### src/rtl/tcic_pkg.sv
// Package for the 16-bit counter with input capture: register map, field positions, modes.
// Assumes an 8-bit register port with one-cycle strobes and read data one cycle later.
package tcic_pkg;

  // Register byte offsets (chosen map)
  localparam logic [3:0] ADDR_CTRL_A = 4'h0;
  localparam logic [3:0] ADDR_CTRL_B = 4'h1;
  localparam logic [3:0] ADDR_CNT_LO = 4'h2;
  localparam logic [3:0] ADDR_CNT_HI = 4'h3;
  localparam logic [3:0] ADDR_CAP_LO = 4'h4;
  localparam logic [3:0] ADDR_CAP_HI = 4'h5;
  localparam logic [3:0] ADDR_CMPA_LO = 4'h6;
  localparam logic [3:0] ADDR_CMPA_HI = 4'h7;
  localparam logic [3:0] ADDR_FLAGS = 4'h8;
  localparam logic [3:0] ADDR_IRQ_EN = 4'h9;
  localparam logic [3:0] ADDR_CMP_CTRL = 4'ha;

  // Control A: waveform mode bits 1:0
  localparam int CTRL_A_WGM_LO = 0;
  // Control B fields
  localparam int CTRL_B_CS = 0;
  localparam int CTRL_B_WGM_HI = 3;
  localparam int CTRL_B_EDGE = 6;
  localparam int CTRL_B_NOISE = 7;
  // Flags and enables
  localparam int FLAG_OVF = 0;
  localparam int FLAG_CAP = 5;
  // Comparator control: capture source select
  localparam int CMP_CTRL_SEL = 2;

  localparam logic [7:0] CTRL_RESET = 8'h00;
  localparam logic [15:0] COUNT_BOTTOM = 16'h0000;
  localparam logic [15:0] COUNT_MAX = 16'hffff;
  localparam logic [15:0] TOP_8BIT = 16'h00ff;
  localparam logic [15:0] TOP_9BIT = 16'h01ff;
  localparam logic [15:0] TOP_10BIT = 16'h03ff;
  localparam int NOISE_DEPTH = 4;

  typedef enum logic [2:0] {
    TCIC_TOP_MAX,
    TCIC_TOP_8,
    TCIC_TOP_9,
    TCIC_TOP_10,
    TCIC_TOP_CMPA,
    TCIC_TOP_CAP
  } tcic_top_sel_t;

  typedef struct packed {
    logic [3:0] addr;
    logic [7:0] wdata;
    logic wr;
    logic rd;
  } tcic_bus_req_t;

  typedef struct packed {
    logic at_top;
    logic at_bottom;
    logic overflow;
  } tcic_cnt_evt_t;

endpackage : tcic_pkg

### src/rtl/tcic_counter_capture.sv
// 16-bit up/down counter with a shared high-byte latch and an input capture unit.
// Assumes a CPU on an 8-bit register port; pins are asynchronous and synchronised here.
//
// Functional notes
// - Sixteen-bit counter: increment, decrement, clear, top/bottom
// - Count low read loads high latch
// - High write to latch; low write loads all
// - Select zero stops counter; CPU access remains
// - CPU write beats clear or count
// - Waveform mode picks clear, up or down
// - Overflow flag set per mode, interrupt capable
// - Clock from prescaler or external pin
// - Matching edge copies count into capture
// - Capture flag set with copy, interrupt enable
// - Flag cleared by vector or one-write
// - Capture low read loads high latch
// - Capture writable only in capture-top modes
// - Select bit switches source to comparator
// - Filter output changes when four samples agree
// - Filter enable adds four cycles delay
// - Filter runs on undivided system clock
// - No capture in capture-top modes
// - New capture overwrites unread value
// - Software-driven pin level triggers capture
// - Top is max, fixed 8/9/10-bit, compare A or capture
//
// The placing of the registers and strobed register access were left to the implementer.
`timescale 1ns/10ps

module tcic_counter_capture (
  // Clock and reset
  input wire logic core_clk,
  input wire logic reset,
  // Register port
  input wire logic [3:0] reg_addr,
  input wire logic [7:0] reg_wdata,
  input wire logic reg_wr,
  input wire logic reg_rd,
  output logic [7:0] reg_rdata,
  // Event pins
  input wire logic capture_pin,
  input wire logic comparator_output,
  input wire logic external_count_pin,
  input wire logic prescale_tick,
  // Interrupt requests and acknowledges
  input wire logic capture_vector_ack,
  input wire logic overflow_vector_ack,
  output logic capture_irq,
  output logic overflow_irq,
  // Counter status
  output logic count_at_top,
  output logic count_at_bottom
);

  tcic_pkg::tcic_bus_req_t bus;
  tcic_pkg::tcic_cnt_evt_t evt;
  logic [7:0] control_reg_a;
  logic [7:0] control_reg_b;
  logic [7:0] comparator_control_status;
  logic [7:0] irq_en_reg;
  logic [15:0] count_value;
  logic [15:0] capture_register;
  logic [15:0] cmpa_reg;
  logic [7:0] high_latch_reg;
  logic [7:0] rdata_reg;
  logic overflow_flag;
  logic capture_flag;
  logic count_dir_down_reg;
  logic [2:0] clock_select_field;
  logic [3:0] waveform_mode_field;
  logic noise_filter_enable;
  logic edge_rising;
  logic timer_clock;
  logic [1:0] ext_sync_reg;
  logic ext_prev_reg;
  logic [1:0] cap_pin_sync_reg;
  logic [1:0] cmp_sync_reg;
  logic [3:0] filt_pipe_reg;
  logic filt_out_reg;
  logic cap_prev_reg;
  logic cap_src;
  logic cap_level;
  logic cap_trigger;
  logic cap_top_mode;
  logic [15:0] top_value;
  logic at_top;
  logic at_bottom;
  logic cnt_wr;
  logic [15:0] count_next;
  logic ovf_set;

  assign bus = '{addr: reg_addr, wdata: reg_wdata, wr: reg_wr, rd: reg_rd};

  assign clock_select_field = control_reg_b[tcic_pkg::CTRL_B_CS +: 3];
  assign waveform_mode_field = {control_reg_b[tcic_pkg::CTRL_B_WGM_HI +: 2],
                                control_reg_a[tcic_pkg::CTRL_A_WGM_LO +: 2]};
  assign noise_filter_enable = control_reg_b[tcic_pkg::CTRL_B_NOISE];
  assign edge_rising = control_reg_b[tcic_pkg::CTRL_B_EDGE];

  // Top selection per waveform mode
  function automatic tcic_pkg::tcic_top_sel_t top_kind(input logic [3:0] mode);
    case (mode)
      4'h1, 4'h5: top_kind = tcic_pkg::TCIC_TOP_8;
      4'h2, 4'h6: top_kind = tcic_pkg::TCIC_TOP_9;
      4'h3, 4'h7: top_kind = tcic_pkg::TCIC_TOP_10;
      4'h4, 4'h9, 4'hb, 4'hf: top_kind = tcic_pkg::TCIC_TOP_CMPA;
      4'h8, 4'ha, 4'hc, 4'he: top_kind = tcic_pkg::TCIC_TOP_CAP;
      default: top_kind = tcic_pkg::TCIC_TOP_MAX;
    endcase
  endfunction : top_kind

  // Dual-slope modes count up then down
  function automatic logic dual_slope(input logic [3:0] mode);
    case (mode)
      4'h1, 4'h2, 4'h3, 4'h8, 4'h9, 4'ha, 4'hb: dual_slope = 1'b1;
      default: dual_slope = 1'b0;
    endcase
  endfunction : dual_slope

  // Clear-on-top (single slope, non-wrapping at max)
  function automatic logic clear_on_top(input logic [3:0] mode);
    case (mode)
      4'h0: clear_on_top = 1'b0;
      default: clear_on_top = !dual_slope(mode);
    endcase
  endfunction : clear_on_top

  always_comb
  begin
    case (top_kind(waveform_mode_field))
      tcic_pkg::TCIC_TOP_8: top_value = tcic_pkg::TOP_8BIT;
      tcic_pkg::TCIC_TOP_9: top_value = tcic_pkg::TOP_9BIT;
      tcic_pkg::TCIC_TOP_10: top_value = tcic_pkg::TOP_10BIT;
      tcic_pkg::TCIC_TOP_CMPA: top_value = cmpa_reg;
      tcic_pkg::TCIC_TOP_CAP: top_value = capture_register;
      default: top_value = tcic_pkg::COUNT_MAX;
    endcase
  end

  assign cap_top_mode = (top_kind(waveform_mode_field) == tcic_pkg::TCIC_TOP_CAP);
  assign at_top = (count_value == top_value);
  assign at_bottom = (count_value == tcic_pkg::COUNT_BOTTOM);
  assign evt = '{at_top: at_top, at_bottom: at_bottom, overflow: ovf_set};
  assign count_at_top = evt.at_top;
  assign count_at_bottom = evt.at_bottom;

  // External count pin synchroniser and edge detect
  always_ff @(posedge core_clk or posedge reset)
  begin
    if (reset)
    begin
      ext_sync_reg <= 2'h0;
      ext_prev_reg <= 1'b0;
    end
    else
    begin
      ext_sync_reg <= {ext_sync_reg[0], external_count_pin};
      ext_prev_reg <= ext_sync_reg[1];
    end
  end

  // Timer clock enable: stopped, prescaled tick, or external edge
  always_comb
  begin
    case (clock_select_field)
      3'h0: timer_clock = 1'b0;
      3'h6: timer_clock = ext_prev_reg && !ext_sync_reg[1];
      3'h7: timer_clock = !ext_prev_reg && ext_sync_reg[1];
      default: timer_clock = prescale_tick;
    endcase
  end

  // Count next value per mode
  always_comb
  begin
    count_next = count_value;
    ovf_set = 1'b0;
    if (dual_slope(waveform_mode_field))
    begin
      if (count_dir_down_reg)
      begin
        count_next = count_value - 16'h0001;
        ovf_set = (count_value == 16'h0001);
      end
      else
      begin
        count_next = at_top ? (count_value - 16'h0001) : (count_value + 16'h0001);
      end
    end
    else if (clear_on_top(waveform_mode_field) && at_top)
    begin
      count_next = tcic_pkg::COUNT_BOTTOM;
      ovf_set = (waveform_mode_field > 4'h4) && (waveform_mode_field != 4'hc);
    end
    else
    begin
      count_next = count_value + 16'h0001;
      ovf_set = (count_value == tcic_pkg::COUNT_MAX);
    end
  end

  assign cnt_wr = bus.wr && (bus.addr == tcic_pkg::ADDR_CNT_LO);

  always_ff @(posedge core_clk or posedge reset)
  begin
    if (reset)
      count_value <= tcic_pkg::COUNT_BOTTOM;
    else if (cnt_wr)
      count_value <= {high_latch_reg, bus.wdata};
    else if (timer_clock)
      count_value <= count_next;
  end

  always_ff @(posedge core_clk or posedge reset)
  begin
    if (reset)
      count_dir_down_reg <= 1'b0;
    else if (!dual_slope(waveform_mode_field))
      count_dir_down_reg <= 1'b0;
    else if (timer_clock && !cnt_wr)
    begin
      if (at_top)
        count_dir_down_reg <= 1'b1;
      else if (count_value == 16'h0001 && count_dir_down_reg)
        count_dir_down_reg <= 1'b0;
    end
  end

  // Control registers
  always_ff @(posedge core_clk or posedge reset)
  begin
    if (reset)
    begin
      control_reg_a <= tcic_pkg::CTRL_RESET;
      control_reg_b <= tcic_pkg::CTRL_RESET;
      comparator_control_status <= tcic_pkg::CTRL_RESET;
      irq_en_reg <= tcic_pkg::CTRL_RESET;
      cmpa_reg <= tcic_pkg::COUNT_MAX;
    end
    else if (bus.wr)
    begin
      case (bus.addr)
        tcic_pkg::ADDR_CTRL_A: control_reg_a <= bus.wdata;
        tcic_pkg::ADDR_CTRL_B: control_reg_b <= bus.wdata;
        tcic_pkg::ADDR_CMP_CTRL: comparator_control_status <= bus.wdata;
        tcic_pkg::ADDR_IRQ_EN: irq_en_reg <= bus.wdata;
        tcic_pkg::ADDR_CMPA_LO: cmpa_reg <= {high_latch_reg, bus.wdata};
        default: cmpa_reg <= cmpa_reg;
      endcase
    end
  end

  // Capture source synchronisers; the pin also sees software port drive
  always_ff @(posedge core_clk or posedge reset)
  begin
    if (reset)
    begin
      cap_pin_sync_reg <= 2'h0;
      cmp_sync_reg <= 2'h0;
    end
    else
    begin
      cap_pin_sync_reg <= {cap_pin_sync_reg[0], capture_pin};
      cmp_sync_reg <= {cmp_sync_reg[0], comparator_output};
    end
  end

  // Switching source may itself look like an edge; software clears the flag
  assign cap_src = comparator_control_status[tcic_pkg::CMP_CTRL_SEL] ?
                   cmp_sync_reg[1] : cap_pin_sync_reg[1];

  // Four-deep filter on the undivided clock
  always_ff @(posedge core_clk or posedge reset)
  begin
    if (reset)
    begin
      filt_pipe_reg <= 4'h0;
      filt_out_reg <= 1'b0;
    end
    else
    begin
      filt_pipe_reg <= {filt_pipe_reg[tcic_pkg::NOISE_DEPTH-2:0], cap_src};
      // Newest sample counts as the fourth, so the filter costs exactly four cycles
      if ({filt_pipe_reg[tcic_pkg::NOISE_DEPTH-2:0], cap_src} == 4'hf)
        filt_out_reg <= 1'b1;
      else if ({filt_pipe_reg[tcic_pkg::NOISE_DEPTH-2:0], cap_src} == 4'h0)
        filt_out_reg <= 1'b0;
    end
  end

  // Filtered path is four cycles later than the bypass
  assign cap_level = noise_filter_enable ? filt_out_reg : cap_src;

  always_ff @(posedge core_clk or posedge reset)
  begin
    if (reset)
      cap_prev_reg <= 1'b0;
    else
      cap_prev_reg <= cap_level;
  end

  assign cap_trigger = !cap_top_mode &&
                       (edge_rising ? (cap_level && !cap_prev_reg) : (!cap_level && cap_prev_reg));

  always_ff @(posedge core_clk or posedge reset)
  begin
    if (reset)
      capture_register <= tcic_pkg::COUNT_BOTTOM;
    else if (cap_trigger)
      capture_register <= count_value;
    else if (bus.wr && bus.addr == tcic_pkg::ADDR_CAP_LO && cap_top_mode)
      capture_register <= {high_latch_reg, bus.wdata};
  end

  // Flags: hardware set wins over any clear in the same cycle
  always_ff @(posedge core_clk or posedge reset)
  begin
    if (reset)
      capture_flag <= 1'b0;
    else if (cap_trigger)
      capture_flag <= 1'b1;
    else if (capture_vector_ack ||
             (bus.wr && bus.addr == tcic_pkg::ADDR_FLAGS && bus.wdata[tcic_pkg::FLAG_CAP]))
      capture_flag <= 1'b0;
  end

  always_ff @(posedge core_clk or posedge reset)
  begin
    if (reset)
      overflow_flag <= 1'b0;
    else if (timer_clock && !cnt_wr && ovf_set)
      overflow_flag <= 1'b1;
    else if (overflow_vector_ack ||
             (bus.wr && bus.addr == tcic_pkg::ADDR_FLAGS && bus.wdata[tcic_pkg::FLAG_OVF]))
      overflow_flag <= 1'b0;
  end

  assign capture_irq = capture_flag && irq_en_reg[tcic_pkg::FLAG_CAP];
  assign overflow_irq = overflow_flag && irq_en_reg[tcic_pkg::FLAG_OVF];

  // Shared high-byte latch
  always_ff @(posedge core_clk or posedge reset)
  begin
    if (reset)
      high_latch_reg <= 8'h00;
    else if (bus.rd && bus.addr == tcic_pkg::ADDR_CNT_LO)
      high_latch_reg <= count_value[15:8];
    else if (bus.rd && bus.addr == tcic_pkg::ADDR_CAP_LO)
      high_latch_reg <= capture_register[15:8];
    else if (bus.wr && (bus.addr == tcic_pkg::ADDR_CNT_HI || bus.addr == tcic_pkg::ADDR_CAP_HI ||
                        bus.addr == tcic_pkg::ADDR_CMPA_HI))
      high_latch_reg <= bus.wdata;
  end

  // Read data, one cycle after the strobe and only then
  always_ff @(posedge core_clk or posedge reset)
  begin
    if (reset)
      rdata_reg <= 8'h00;
    else if (bus.rd)
    begin
      case (bus.addr)
        tcic_pkg::ADDR_CTRL_A: rdata_reg <= control_reg_a;
        tcic_pkg::ADDR_CTRL_B: rdata_reg <= control_reg_b;
        tcic_pkg::ADDR_CNT_LO: rdata_reg <= count_value[7:0];
        tcic_pkg::ADDR_CNT_HI: rdata_reg <= high_latch_reg;
        tcic_pkg::ADDR_CAP_LO: rdata_reg <= capture_register[7:0];
        tcic_pkg::ADDR_CAP_HI: rdata_reg <= high_latch_reg;
        tcic_pkg::ADDR_CMPA_LO: rdata_reg <= cmpa_reg[7:0];
        tcic_pkg::ADDR_CMPA_HI: rdata_reg <= cmpa_reg[15:8];
        tcic_pkg::ADDR_FLAGS: rdata_reg <= {2'h0, capture_flag, 4'h0, overflow_flag};
        tcic_pkg::ADDR_IRQ_EN: rdata_reg <= irq_en_reg;
        tcic_pkg::ADDR_CMP_CTRL: rdata_reg <= comparator_control_status;
        default: rdata_reg <= 8'h00;
      endcase
    end
    else
      rdata_reg <= 8'h00;
  end

  assign reg_rdata = rdata_reg;

endmodule : tcic_counter_capture

### config.mk
export PLATFORM = sky130hd
export DESIGN_NAME = tcic_counter_capture
export DESIGN_NICKNAME = d
export VERILOG_FILES = /design/src/rtl/tcic_pkg.sv /design/src/rtl/tcic_counter_capture.sv
export SDC_FILE = /design/constraint.sdc
export NUM_CORES = 1
export LEC_CHECK = 0
export BUFFER_PORTS_ARGS = -buffer_cell sky130_fd_sc_hd__buf_4
export CORE_MARGIN = 2
export CORE_UTILIZATION = 45
export DETAILED_ROUTE_END_ITERATION = 6
export PLACE_DENSITY = 0.71
export REMOVE_ABC_BUFFERS = 1
export SLEW_MARGIN = 40
export SYNTH_ARGS = -nofsm -noshare
export SYNTH_HDL_FRONTEND = slang
export SYNTH_SLANG_ARGS = --single-unit
### constraint.sdc
create_clock -name core_clk -period 4.2 [get_ports core_clk]
set_input_delay 0.42 -clock core_clk [delete_from_list [all_inputs] [get_ports core_clk]]
set_output_delay 0.42 -clock core_clk [all_outputs]
set_load 0.005 [all_outputs]
# Word-level counts from Yosys, hierarchy flattened
# Memories as Yosys holds them, arrays and structs flattened.
# Index checks and enable logic that the tools add are counted.
# W data, S select, Z words.
[totals] register_bits=111 latchBits=0 ram_bits=0 romBits=96 inputBits=22 out_inout_bits=12 word_cells=143 mem_count=2
[classes] n_addsub=2 mul=0 div_mod_pow=0 order_cmp=1 eq_ne=32 shift=0 n_mux=36 bitwise=0 n_reduce_logical=51
[memory_table] name="(no name shown)" words=16 width=3 read_ports=1 rd_ports_with_merged_regs=0 wr=0 line_no="tcic_counter_capture.sv:102" rtl="case (mode)"
[memory_table] name="(no name shown)" words=16 width=3 read_ports=1 rd_ports_with_merged_regs=0 wr=0 line_no="tcic_counter_capture.sv:102"
[ops] op="$mux W16" count=8
[ops] op="$pmux W16 S5" count=1
[ops] op="$pmux W8 S10" count=1
[ops] op="$eq A4 B4 Y1 const B" count=8
[ops] op="$mux W8" count=4
[ops] op="$logic_and A1 B1 Y1" count=21
[ops] op="$mux W1" count=21
[ops] op="$add A16 B1 Y16 const B" count=1
[ops] op="$eq A16 B1 Y1 const B" count=1
[ops] op="$eq A16 B16 Y1" count=1
[ops] op="$eq A16 B16 Y1 const B" count=1
[ops] op="$eq A4 B2 Y1 const B" count=4
[ops] op="$eq A4 B3 Y1 const B" count=4
[ops] op="$logic_not A16 Y1" count=1
[ops] op="$sub A16 B1 Y16 const B" count=1
[ops] op="$eq A3 B3 Y1 const B" count=5
[ops] op="$logic_not A4 Y1" count=3
[ops] op="$reduce_and A2 Y1" count=6
[ops] op="$reduce_bool A2 Y1" count=5
[ops] op="$eq A4 B1 Y1 const B" count=2
[ops] op="$logic_not A1 Y1" count=7
[ops] op="$reduce_or A7 Y1" count=1
[ops] op="$eq A3 B2 Y1 const B" count=2
[ops] op="$gt A4 B3 Y1 const B" count=1
[ops] op="other kinds (9)" count=12

# Depth between registers and ports, before layout
# Gate-level depths: netlist of the first run.
[depth] ltp_word=12 ltp_mapped=12 depth_no_buf=9

# Least setup slack after synthesis of the first run
# Ideal clock, no wire load.
[synth_timing] path_kind="register to register" start="reg control_reg_a[1]" end="reg count_value[7]" setup_time_ns=0.118 arrival_time_ns=2.738 required_time_ns=4.082 setup_slack_ns=1.344 stages_incl_launch_ff=12 path_buffers=2 period_less_slack_ns=2.856 path_cell_list="dfrtp_1 > buf_2 > or3_1 > a32oi_1 > a21oi_1 > xnor2_1 > nor4b_1 > nand4_1 > buf_2 > a21oi_1 > mux2_2 > a21o_1"
[synth_via] elab_chain_cells=9 elab_cells_between_ends=27 classes_between="eq/ne (13); mux (10); reduce/logical (3); memory (1)"
[synth_rtl] item="from (decl)" line_no="tcic_counter_capture.sv:57" rtl="logic [7:0] control_reg_a;"
[synth_rtl] item="from (signal assigned)" line_no="tcic_counter_capture.sv:234" rtl="control_reg_a <= tcic_pkg::CTRL_RESET;"
[synth_rtl] item="from (signal assigned)" line_no="tcic_counter_capture.sv:243" rtl="tcic_pkg::ADDR_CTRL_A: control_reg_a <= bus.wdata;"
[synth_rtl] item="$mem_v2 Z16 W3"
[synth_rtl] item="$eq A3 B3 Y1, or another cell as far along" line_no="tcic_counter_capture.sv:130" rtl="case (top_kind(waveform_mode_field))"
[synth_rtl] item="$pmux W16 S5" line_no="tcic_counter_capture.sv:130"
[synth_rtl] item="$eq A16 B16 Y1" line_no="tcic_counter_capture.sv:141" rtl="assign at_top = (count_value == top_value);"
[synth_rtl] item="$mux W16 / $logic_and A1 B1 Y1 (equally long branches)" line_no="tcic_counter_capture.sv:187, tcic_counter_capture.sv:190"
[synth_rtl] item="$mux W16 (on tied branches)" line_no="tcic_counter_capture.sv:180, tcic_counter_capture.sv:190"
[synth_rtl] item="$mux W16 *" line_no="tcic_counter_capture.sv:178" rtl="if (dual_slope(waveform_mode_field))"
[synth_rtl] item="$mux W16 *" line_no="tcic_counter_capture.sv:210" rtl="else if (timer_clock)"
[synth_rtl] item="$mux W16 *" line_no="tcic_counter_capture.sv:208" rtl="else if (cnt_wr)"
[synth_rtl] item="to (signal assigned)" line_no="tcic_counter_capture.sv:207" rtl="count_value <= tcic_pkg::COUNT_BOTTOM;"
[synth_rtl] item="to (signal assigned)" line_no="tcic_counter_capture.sv:209" rtl="count_value <= {high_latch_reg, bus.wdata};"
[synth_rtl] item="to (signal assigned)" line_no="tcic_counter_capture.sv:211" rtl="count_value <= count_next;"
[synth_rtl] item="to (decl)" line_no="tcic_counter_capture.sv:61" rtl="logic [15:0] count_value;"
# Mark *: on every way between the ends. The rest lies on a longest branch, timed or not. The select of a mux whose other input is x is not followed.
# A chain may end at the register's enable or synchronous reset.

# Worst setup path in the final report of the first run
[layout_timing] start="reg control_reg_a[0]" end="out count_at_top"
[layout_via] elab_chain_cells=4 elab_cells_between_ends=8 classes_between="eq/ne (6); mux (1); memory (1)"
[layout_rtl] item="$mem_v2 Z16 W3 *"
[layout_rtl] item="$eq A3 B3 Y1, or another cell as far along" line_no="tcic_counter_capture.sv:130"
[layout_rtl] item="$pmux W16 S5 *" line_no="tcic_counter_capture.sv:130"
[layout_rtl] item="$eq A16 B16 Y1 *" line_no="tcic_counter_capture.sv:141"
[layout_rtl] item="to (decl)" line_no="tcic_counter_capture.sv:51" rtl="output logic count_at_top,"
# Mark *: on every way between the ends. The rest lies on a longest branch, timed or not.

==> results of run 1 <==
==> power groups by stage <==
stage	combinational, mW	sequential, mW	clock, mW
global placement	1.28	1.76	0
detailed placement	1.29	1.76	0
CTS	1.30	1.74	0.904
finish	1.33	1.76	0.894
global route	1.45	1.80	0.945
floorplan	0.924	1.60	0
==> layer usage <==
metal  wire, microns  GRT usage  vias to the layer above
li1                -          -                     2868
met1            9240      0.388                     3220
met2            9850      0.424                      384
met3            2040     0.0515                       78
met4            1170      0.148                        0
met5               0          0                        -
==> final cells by class <==
type / instances / area [sq um]
clock buffers: 9 / 225
multi-input cells: 583 / 3750
well taps: 188 / 235
clock inverters: 7 / 82.6
fillers: 1386 / 7490
repair buffers: 48 / 360
flip-flops and latches: 111 / 2800
inverters: 23 / 88.8
==> layout by cell type, fill, tap and decap left out, drive strengths merged, types with 4 or more instances in the layout <==
master  count
mux2i       4
mux2       47
clkbuf      9
nor2b       4
o211a       4
and3       17
buf        48
dfrtp      95
or4         6
a221oi      4
o21ai      54
nor3b       5
xnor2       8
a21oi      34
nor3       18
or3        12
inv        27
nand2b     11
a211oi      5
nand3      46
o22ai       9
nor4        6
a31oi      13
a22oi      38
ha          4
dfstp      16
o211ai      9
nand2      96
nor2       41
and2       13
nand3b      5
a32oi       5
nand4      12
o31ai       4
o221ai      7
==> stage by stage <==
step,cells,setup WS [ns]
after floorplan,717,0.876
after global placement,953,0.848
after detailed placement,953,0.847
after CTS,969,0.793
after global routing,969,0.464
final,969,0.668
==> logic make-up after synthesis <==
logic type	count (synthesis)	share of synthesized area
XOR/XNOR	8	0.0102
AND/OR/NAND/NOR	309	0.235
buffers and inverters	74	0.0439
adder cells (fa/ha/maj)	4	0.00731
AO/OA/AOI/OAI	211	0.212
flip-flops	111	0.409
multiplexers	51	0.0831
==> worst paths after layout <==
| kind | depth (start not counted) | endpoint | slack (ns) | start |
|---|---|---|---|---|
| setup / recovery | 8 | count_at_top | 0.67 | control_reg_a[0] |
| hold / removal | 1 | cmp_sync_reg[0] | 0.16 | comparator_output |
| setup reg to reg | 11 | count_value[15] | 0.70 | control_reg_a[0] |
| hold reg to reg | 0 | ext_sync_reg[1] | 0.35 | ext_sync_reg[0] |
| max in group asynchronous | 3 | cmpa_reg[2] | 3.10 | reset |
| min in group asynchronous | 2 | filt_out_reg | 0.18 | reset |
==> metrics.cfg, run 1 <==
[timing]
tns_ns = 0
hold_viol_final = 0
rsz0062_at_grt = false
worst_pin_slew_ns = 0.765
period_share = 0.841
layout_min_cycle_time_ns = 3.53
slew_violations = 0
skew_ns = 0.0136
finalSetupViolCount = 0
hold-worst-slack_ns = 0.155
slew_headroom = 0.487
timing.fmax_mhz = 283

[clock_tree]
clk_latency_ns = 0.36
post_cts_resized = 0
cts.sinks = 111
cts_tree = done
cts_setup_buffers = 0
clk_pin_slew_ns = 0.08
hold_buffers = 0
cts_buffers = 9
htreeDepth = 3
clockRootBuffer = clkbuf_16
clockBufferDepth = 2

[flow_run]
max_cap_viol_count = 0

[setup_path]
cp_max_fo = 14
slowest_delay_ns = 0.58
end_kind = output pin
critPathRequiredTime_ns = 3.78
worstPathCellList = buf_4, or3_1, a21oi_1, or3_1, nand4b_1, nor4b_1, and3_1, buf_4
worst_path_dominant_cell_family = simple AND/OR/NAND/NOR gates
critPathBufInv = 2
arrival_ns = 3.11
slowest_stage = nor4b_1
timing.critical_path.from_type = register
path_class = register to output pin

[hold_path]
min_path_type = primary input to register

[grt]
grt_max_degree = 60
grt_pass1_vias = 6095
grt_pass1_wl_microns = 35200
track_usage = 0.281
antenna_found_initial = 0
grt_overflow = 0

[pwr]
design_power_total_mw = 3.99
intPower_mw = 2.33
p_leak_nw = 3.17
max-vdd-ir-drop_mv = 0.224
clock_power_share = 0.224
p_seq_frac = 0.443
power_density_nw_per_um2 = 529
netSwitchingPower_mw = 1.65
pwr-share-comb = 0.333
swShare = 0.414

[yosys]
yosys.area.top_type_share = 0.347
ys_ff_latch = 111
synthFlopType = dfrtp_1
synth.avg_cell_area_sq_um = 8.92
synth_edf_count = 0
synth_seq_area_share = 0.409
yosysTopAreaCell = dfrtp_1
syn_inst = 768
async_reset_ff_frac = 1.00
synth_most_common_cell = nand2_1
synthTopCellsByArea = dfrtp_1 35%, mux2_2 7.7%, dfstp_2 6.1%
yosys_warnings = 0
synth.top_cells.by_count = 96 x nand2_1, 95 x dfrtp_1, 53 x o21ai_0
syn_area_sq_um = 6850
synth.distinct_cells = 73

[cells_and_area]
fin_util = 0.502
final_layout_size_suffix_gt1_frac = 0.187
final_cell_area_sq_um = 7540
synthToLayoutAreaGrowth_pct = 10.1
n_antenna_cell = 0
nets = 802

[status]
outcome = finished clean

[placement]
gp_congestion = 0.971
dpl-instance-area_sq_um = 7230
dp.final_hpwl_microns = 15900
portBuffers = 33

[floorplan]
fp.dieW_microns = 127
core_sq_um = 15000
initial_core_util = 0.456
io_pins = 34
die_h_microns = 127
rows = 45
die-area_sq_um = 16200

[route]
first_iter_violations = 922
drt-vias-per-instance = 6.76
ant_nets = 0
vias = 6550
dr.pass1.iters = 7
wl_per_cell_microns = 23.0
drc = 0
totalWireLength_microns = 22300

(Power assumes the default switching activity.)
==> run 2: changes to the inputs <==
--- a/config.mk
+++ b/config.mk
@@ -9,7 +9,7 @@
 export CORE_MARGIN = 2
 export CORE_UTILIZATION = 45
 export DETAILED_ROUTE_END_ITERATION = 6
-export PLACE_DENSITY = 0.71
+export PLACE_DENSITY = 0.73
 export REMOVE_ABC_BUFFERS = 1
 export SLEW_MARGIN = 40
 export SYNTH_ARGS = -nofsm -noshare
==> constraint.sdc (replaced) <==
create_clock -name core_clk -period 3.1 [get_ports core_clk]
set_input_delay 0.31 -clock core_clk [delete_from_list [all_inputs] [get_ports core_clk]]
set_output_delay 0.31 -clock core_clk [all_outputs]
set_load 0.005 [all_outputs]
==> run 2 against run 1 <==
Hold slack worse by 0.13 ns. Worst setup slack worse by 0.60 ns. Via count increased by 4.3%. Die area stayed put. Combinational power is 72% higher. Clock skew grew 0.0035 ns. Sequential share of layout area is 2.7 points lower. First-iteration DRC count rose by 15%. Critical path type unchanged. Critical endpoint unchanged. Largest cell class unchanged. Largest power group unchanged.
==> metrics.cfg, run 2 (synthesis results as in run 1) <==
[timing]
timing.fmax_mhz = 330
rsz0062_at_grt = true
tns_ns = 0  ; unchanged
hold_viol_final = 0  ; unchanged
worst_pin_slew_ns = 0.893  ; +0.128 ns
slew_violations = 0  ; unchanged
layout_min_cycle_time_ns = 3.03
skew_ns = 0.0171  ; +0.00352 ns
period_share = 0.978
slew_headroom = 0.403  ; -0.0843
setup_ws_ns = 0.0680  ; -0.600 ns
finalSetupViolCount = 0  ; unchanged

[route]
drc = 0  ; unchanged
dr.pass1.iters = 5  ; -2
drt-vias-per-instance = 6.62  ; -2.1%
first_iter_violations = 1062  ; +15%
ant_nets = 0  ; unchanged
wl_per_cell_microns = 23.3  ; +1.1%
vias = 6832  ; +4.3%
totalWireLength_microns = 24000  ; +7.7%

[floorplan]
initial_core_util = 0.456  ; unchanged
io_pins = 34  ; unchanged
die-area_sq_um = 16200  ; unchanged
die_h_microns = 127  ; unchanged
rows = 45  ; unchanged
fp.dieW_microns = 127  ; unchanged
core_sq_um = 15000  ; unchanged

[cells_and_area]
regArea_sq_um = 2800  ; +0.18%
final_common_cell = buf_4
nets = 865  ; +7.9%
final_layout_size_suffix_gt1_frac = 0.269  ; +0.0820
n_antenna_cell = 0  ; unchanged
synthToLayoutAreaGrowth_pct = 18.8
nFillCells = 1351  ; -2.5%
finalNonFillerCells = 1032  ; +6.5%
final_cell_mix = 108 x buf_4, 94 x nand2_1, 91 x dfrtp_1, 53 x o21ai_0, 47 x mux2_2
multi_input_area_sq_um = 3820  ; +2.0%
fin_util = 0.541  ; +0.0397

[grt]
track_usage = 0.299  ; +0.0175
grt_pass1_wl_microns = 36800  ; +4.4%
antenna_found_initial = 0  ; unchanged
grt_max_degree = 58  ; -3.3%
grt_overflow = 0  ; unchanged
grt_pass1_vias = 6303  ; +3.4%

[clock_tree]
clockBufferDepth = 2  ; unchanged
clockRootBuffer = clkbuf_16
htreeDepth = 3  ; unchanged
cts.sinks = 111  ; unchanged
clk_pin_slew_ns = 0.09  ; about the same
cts_buffers = 9  ; unchanged
clk_latency_ns = 0.38  ; +0.02 ns
hold_buffers = 0  ; unchanged
cts_tree = done

[setup_path]
crit_path_end = count_at_top
path_class = register to output pin
rr_endpoint = count_value[14]
end_kind = output pin
r2r_cells = 9  ; -2
arrival_ns = 2.72  ; -0.39 ns
worstPathCellList = or4b_4, a21boi_4, o221ai_2, o2111ai_2, nor4_2, buf_4, and3_4, buf_6
slowest_stage = or4b_4
cp_max_fo = 8  ; -6
crit_start = control_reg_a[0]
r2r-start = control_reg_a[0]
slowest_delay_ns = 0.55  ; -0.03 ns
critPathRequiredTime_ns = 2.79  ; -0.99 ns
r2r_slack_ns = 0.10  ; -0.60 ns
timing.critical_path.from_type = register

[placement]
portBuffers = 33  ; unchanged
dp.final_hpwl_microns = 17300  ; +8.8%
placedCellCount = 1010  ; +6.0%
gp_congestion = 1.04  ; +6.6%
pre_cts_ws_ns = 0.00992  ; -0.837 ns

[pwr]
design_power_total_mw = 5.88  ; +48%
p_seq_frac = 0.392  ; -0.051
swShare = 0.412  ; -0.00269
netSwitchingPower_mw = 2.42  ; +47%
intPower_mw = 3.46  ; +48%
pwr-share-comb = 0.389  ; +0.056
max-vdd-ir-drop_mv = 0.362  ; +62%
power_density_nw_per_um2 = 723  ; +37%
clock_power_share = 0.219  ; -0.005
p_leak_nw = 3.52  ; +11%

[status]
outcome = finished clean

[hold_path]
min_path_type = primary input to register

[flow_run]
max_cap_viol_count = 0  ; unchanged

[run 2: changes by cell type in the layout (fill, tap and decap cells not counted), sizes merged]
cell,previous run,this run
buf,48,110
clkinv,2,4
clkbuf,9,10
clkinvlp,1,0
inv,27,26
[run 2: how the worst min path moves through the flow]
stage / from / endpoint / slack (ns) / cells after the start
floorplan: cap_pin_sync_reg[0] / cap_pin_sync_reg[1] / 0.33 / 0
global placement: ext_sync_reg[0] / ext_sync_reg[1] / 0.33 / 0
detailed placement: cmp_sync_reg[0] / cmp_sync_reg[1] / 0.34 / 0
CTS: comparator_output / cmp_sync_reg[0] / 0.02 / 1
global route: comparator_output / cmp_sync_reg[0] / 0.008 / 1
finish: comparator_output / cmp_sync_reg[0] / 0.03 / 1
[run 2: timing repair]
item	CTS	global route
setup endpoints to repair	3	18
buffers inserted	0	6
pin swaps	0	15
resized for setup	1	21
[run 2: area by class of cell]
type / instances / area share
Clock buffer: 9 / 0.0277
Clock inverter: 7 / 0.0138
Inverter: 23 / 0.0109
Multi-Input combinational cell: 583 / 0.470
Sequential cell: 111 / 0.344
Tap cell: 188 / 0.0289
Timing Repair Buffer: 111 / 0.104
[run 2: layer usage]
layer | routed length [microns] | global-route usage
met1 | 9760 | 0.425
met2 | 10600 | 0.448
met3 | 2610 | 0.0570
met4 | 1050 | 0.127
met5 | 0 | 0
[run 2: metrics by stage]
step	area, sq um	hold slack [ns]
after floorplan	6630	0.331
after global placement	7670	0.333
after detailed placement	7670	0.339
after CTS	8010	0.0198
after global routing	8140	0.00776
final	8140	0.0296
[run 2: critical path: cells and delay by family (launching register included)]
| family | cells | cell delay, ns |
|---|---|---|
| AO/OA/AOI/OAI | 3 | 0.55 |
| buffers and inverters | 2 | 0.27 |
| flip-flops | 1 | 0.44 |
| AND/OR/NAND/NOR | 3 | 1.07 |
[run 2: power by group through the flow]
stage / sequential, mW / combinational (mW) / clock, mW
after floorplan: 2.16 / 1.25 / 0
after global placement: 2.29 / 2.13 / 0
after detailed placement: 2.30 / 2.14 / 0
after CTS: 2.28 / 2.15 / 1.30
after global routing: 2.34 / 2.47 / 1.37
final: 2.31 / 2.29 / 1.29
==> run 3: changes to the inputs <==
--- a/config.mk
+++ b/config.mk
@@ -7,9 +7,9 @@
 export LEC_CHECK = 0
 export BUFFER_PORTS_ARGS = -buffer_cell sky130_fd_sc_hd__buf_4
 export CORE_MARGIN = 2
-export CORE_UTILIZATION = 45
+export CORE_UTILIZATION = 30
 export DETAILED_ROUTE_END_ITERATION = 6
-export PLACE_DENSITY = 0.73
+export PLACE_DENSITY = 0.55
 export REMOVE_ABC_BUFFERS = 1
 export SLEW_MARGIN = 40
 export SYNTH_ARGS = -nofsm -noshare
==> run 3 against run 2 <==
Wire length rose by 5.5%. Die area increased by 48%. Design area is 1.4% higher. Count of clock-buffer cells in the layout unchanged.
==> metrics.cfg, run 3 (synthesis results as in run 1) <==
[floorplan]
io_pins = 34  ; unchanged
rows = 55  ; +22%
die_h_microns = 155  ; +22%
die-area_sq_um = 24000  ; +48%
fp.dieW_microns = 155  ; +22%
core_sq_um = 22500  ; +50%
initial_core_util = 0.304  ; -0.151

[setup_path]
timing.critical_path.from_type = register
worstPathCellList = or4b_4, a21boi_4, o22ai_2, o211ai_1, or4_4, o21bai_4, nand2_1, a31o_1, a221o_1
slowest_delay_ns = 0.60  ; +0.05 ns
critPathRequiredTime_ns = 3.37  ; +0.58 ns
r2r_cells = 9  ; unchanged
slowest_stage = or4_4
cp_max_fo = 8  ; unchanged
arrival_ns = 3.28  ; +0.56 ns
end_kind = register
path_class = register to register

[timing]
period_share = 0.973  ; -0.00544
timing.fmax_mhz = 332  ; +0.56%
slew_violations = 0  ; unchanged
skew_ns = 0.0136  ; -0.00346 ns
finalSetupViolCount = 0  ; unchanged
rsz0062_at_grt = true
hold-worst-slack_ns = 0.0276  ; -0.00200 ns
worst_pin_slew_ns = 0.759  ; -0.134 ns
slew_headroom = 0.491  ; +0.0881
hold_viol_final = 0  ; unchanged
layout_min_cycle_time_ns = 3.02  ; -0.0169 ns

[cells_and_area]
n_antenna_cell = 0  ; unchanged
final_layout_size_suffix_gt1_frac = 0.258  ; -0.0112
final_cell_mix = 99 x buf_4, 96 x nand2_1, 94 x dfrtp_1, 49 x o21ai_0
nets = 859  ; -0.69%
synthToLayoutAreaGrowth_pct = 20.4
final_common_cell = buf_4
final_cell_area_sq_um = 8250  ; +1.4%

[pwr]
swShare = 0.414  ; +0.00273
p_leak_nw = 3.50  ; -0.58%
pwr-share-comb = 0.392  ; +0.003
netSwitchingPower_mw = 2.44  ; +0.70%
power_density_nw_per_um2 = 714  ; -1.3%
intPower_mw = 3.45  ; -0.43%
clock_power_share = 0.217  ; -0.002
max-vdd-ir-drop_mv = 0.363  ; +0.35%
p_seq_frac = 0.391  ; about the same

[status]
outcome = finished clean

[placement]
dp.final_hpwl_microns = 18600  ; +7.7%
dpl-instance-area_sq_um = 7790  ; +1.5%
gp_congestion = 0.955  ; -7.8%
portBuffers = 33  ; unchanged

[route]
drt-vias-per-instance = 5.83  ; -12%
totalWireLength_microns = 25300  ; +5.5%
first_iter_violations = 609  ; -43%
wl_per_cell_microns = 22.6  ; -3.0%
dr.pass1.iters = 7  ; +2
ant_nets = 0  ; unchanged
drc = 0  ; unchanged
vias = 6549  ; -4.1%

[clock_tree]
cts_tree = done
cts.sinks = 111  ; unchanged
htreeDepth = 3  ; unchanged
cts_buffers = 9  ; unchanged
clockBufferDepth = 2  ; unchanged
clk_latency_ns = 0.38  ; about the same
clockRootBuffer = clkbuf_16
clk_pin_slew_ns = 0.09  ; about the same

[grt]
track_usage = 0.212  ; -0.0873
antenna_found_initial = 0  ; unchanged
grt_pass1_wl_microns = 38600  ; +5.0%
grt_overflow = 0  ; unchanged
grt_max_degree = 70  ; +21%
grt_pass1_vias = 6329  ; +0.41%

[hold_path]
hold_depth = 1  ; unchanged
min_path_type = primary input to register

[flow_run]
max_cap_viol_count = 0  ; unchanged

run 3: power by group through the flow:
stage                     sequential [mW]  clock (mW)  combinational, mW
after global routing                 2.33        1.35               2.51
after global placement               2.31           0               2.18
after CTS                            2.28        1.30               2.19
after detailed placement             2.30           0               2.18
final                                2.30        1.28               2.31
after floorplan                      2.16           0               1.25
run 3: final timing paths:
| path | slack [ns] | endpoint | start |
|---|---|---|---|
| min in group asynchronous | 0.43 | count_value[3] | reset |
| max reg2reg | 0.08 | count_value[12] | control_reg_a[1] |
| max | 0.08 | count_value[12] | control_reg_a[1] |
| min | 0.03 | cmp_sync_reg[0] | comparator_output |
| min reg2reg | 0.35 | ext_sync_reg[1] | ext_sync_reg[0] |
| max in group asynchronous | 1.95 | cmpa_reg[13] | reset |
run 3: timing repair:
action | in CTS | in global routing
hold buffers | 1 | 0
hold endpoints to repair | 14 | 0
buffers inserted | 0 | 3
endpoints found under the setup margin | 0 | 16
gates resized for setup | 0 | 25
run 3: area by class of cell:
type                       instances  area [sq um]
inverter                          23          88.8
fill                            2286         14300
tap                              285           357
clock inverter                     7           101
multi-input combinational        583          3840
sequential                       111          2800
timing repair buffer             105           836
clock buffer                       9           225
run 3: stage by stage:
| stage | worst slack, ns | std cells | setup TNS, ns | utilization | total power, mW |
|---|---|---|---|---|---|
| after floorplan | -0.114 | 717 | -10.89 | - | 3.42 |
| after global placement | 0.105 | 1103 | 0 | 0.346 | 4.48 |
| after detailed placement | 0.0445 | 1103 | 0 | 0.346 | 4.48 |
| after CTS | 0.0128 | 1120 | 0 | 0.361 | 5.77 |
| after global routing | -0.0629 | 1123 | -0.291 | 0.366 | 6.20 |
| final | 0.0849 | 1123 | 0 | 0.366 | 5.89 |
run 3: worst max-delay path, delay by kind of cell, from the launching register on:
family	cells	cell delay, ns
simple gates	3	1.23
flops	1	0.45
compound gates	6	1.22
run 3: metal layers:
metal,global-route usage,part of all wire,vias up
li1,-,-,2988
met1,0.292,0.44,3230
met2,0.331,0.45,292
met3,0.0499,0.081,39
met4,0.0631,0.022,0
met5,0,0,-
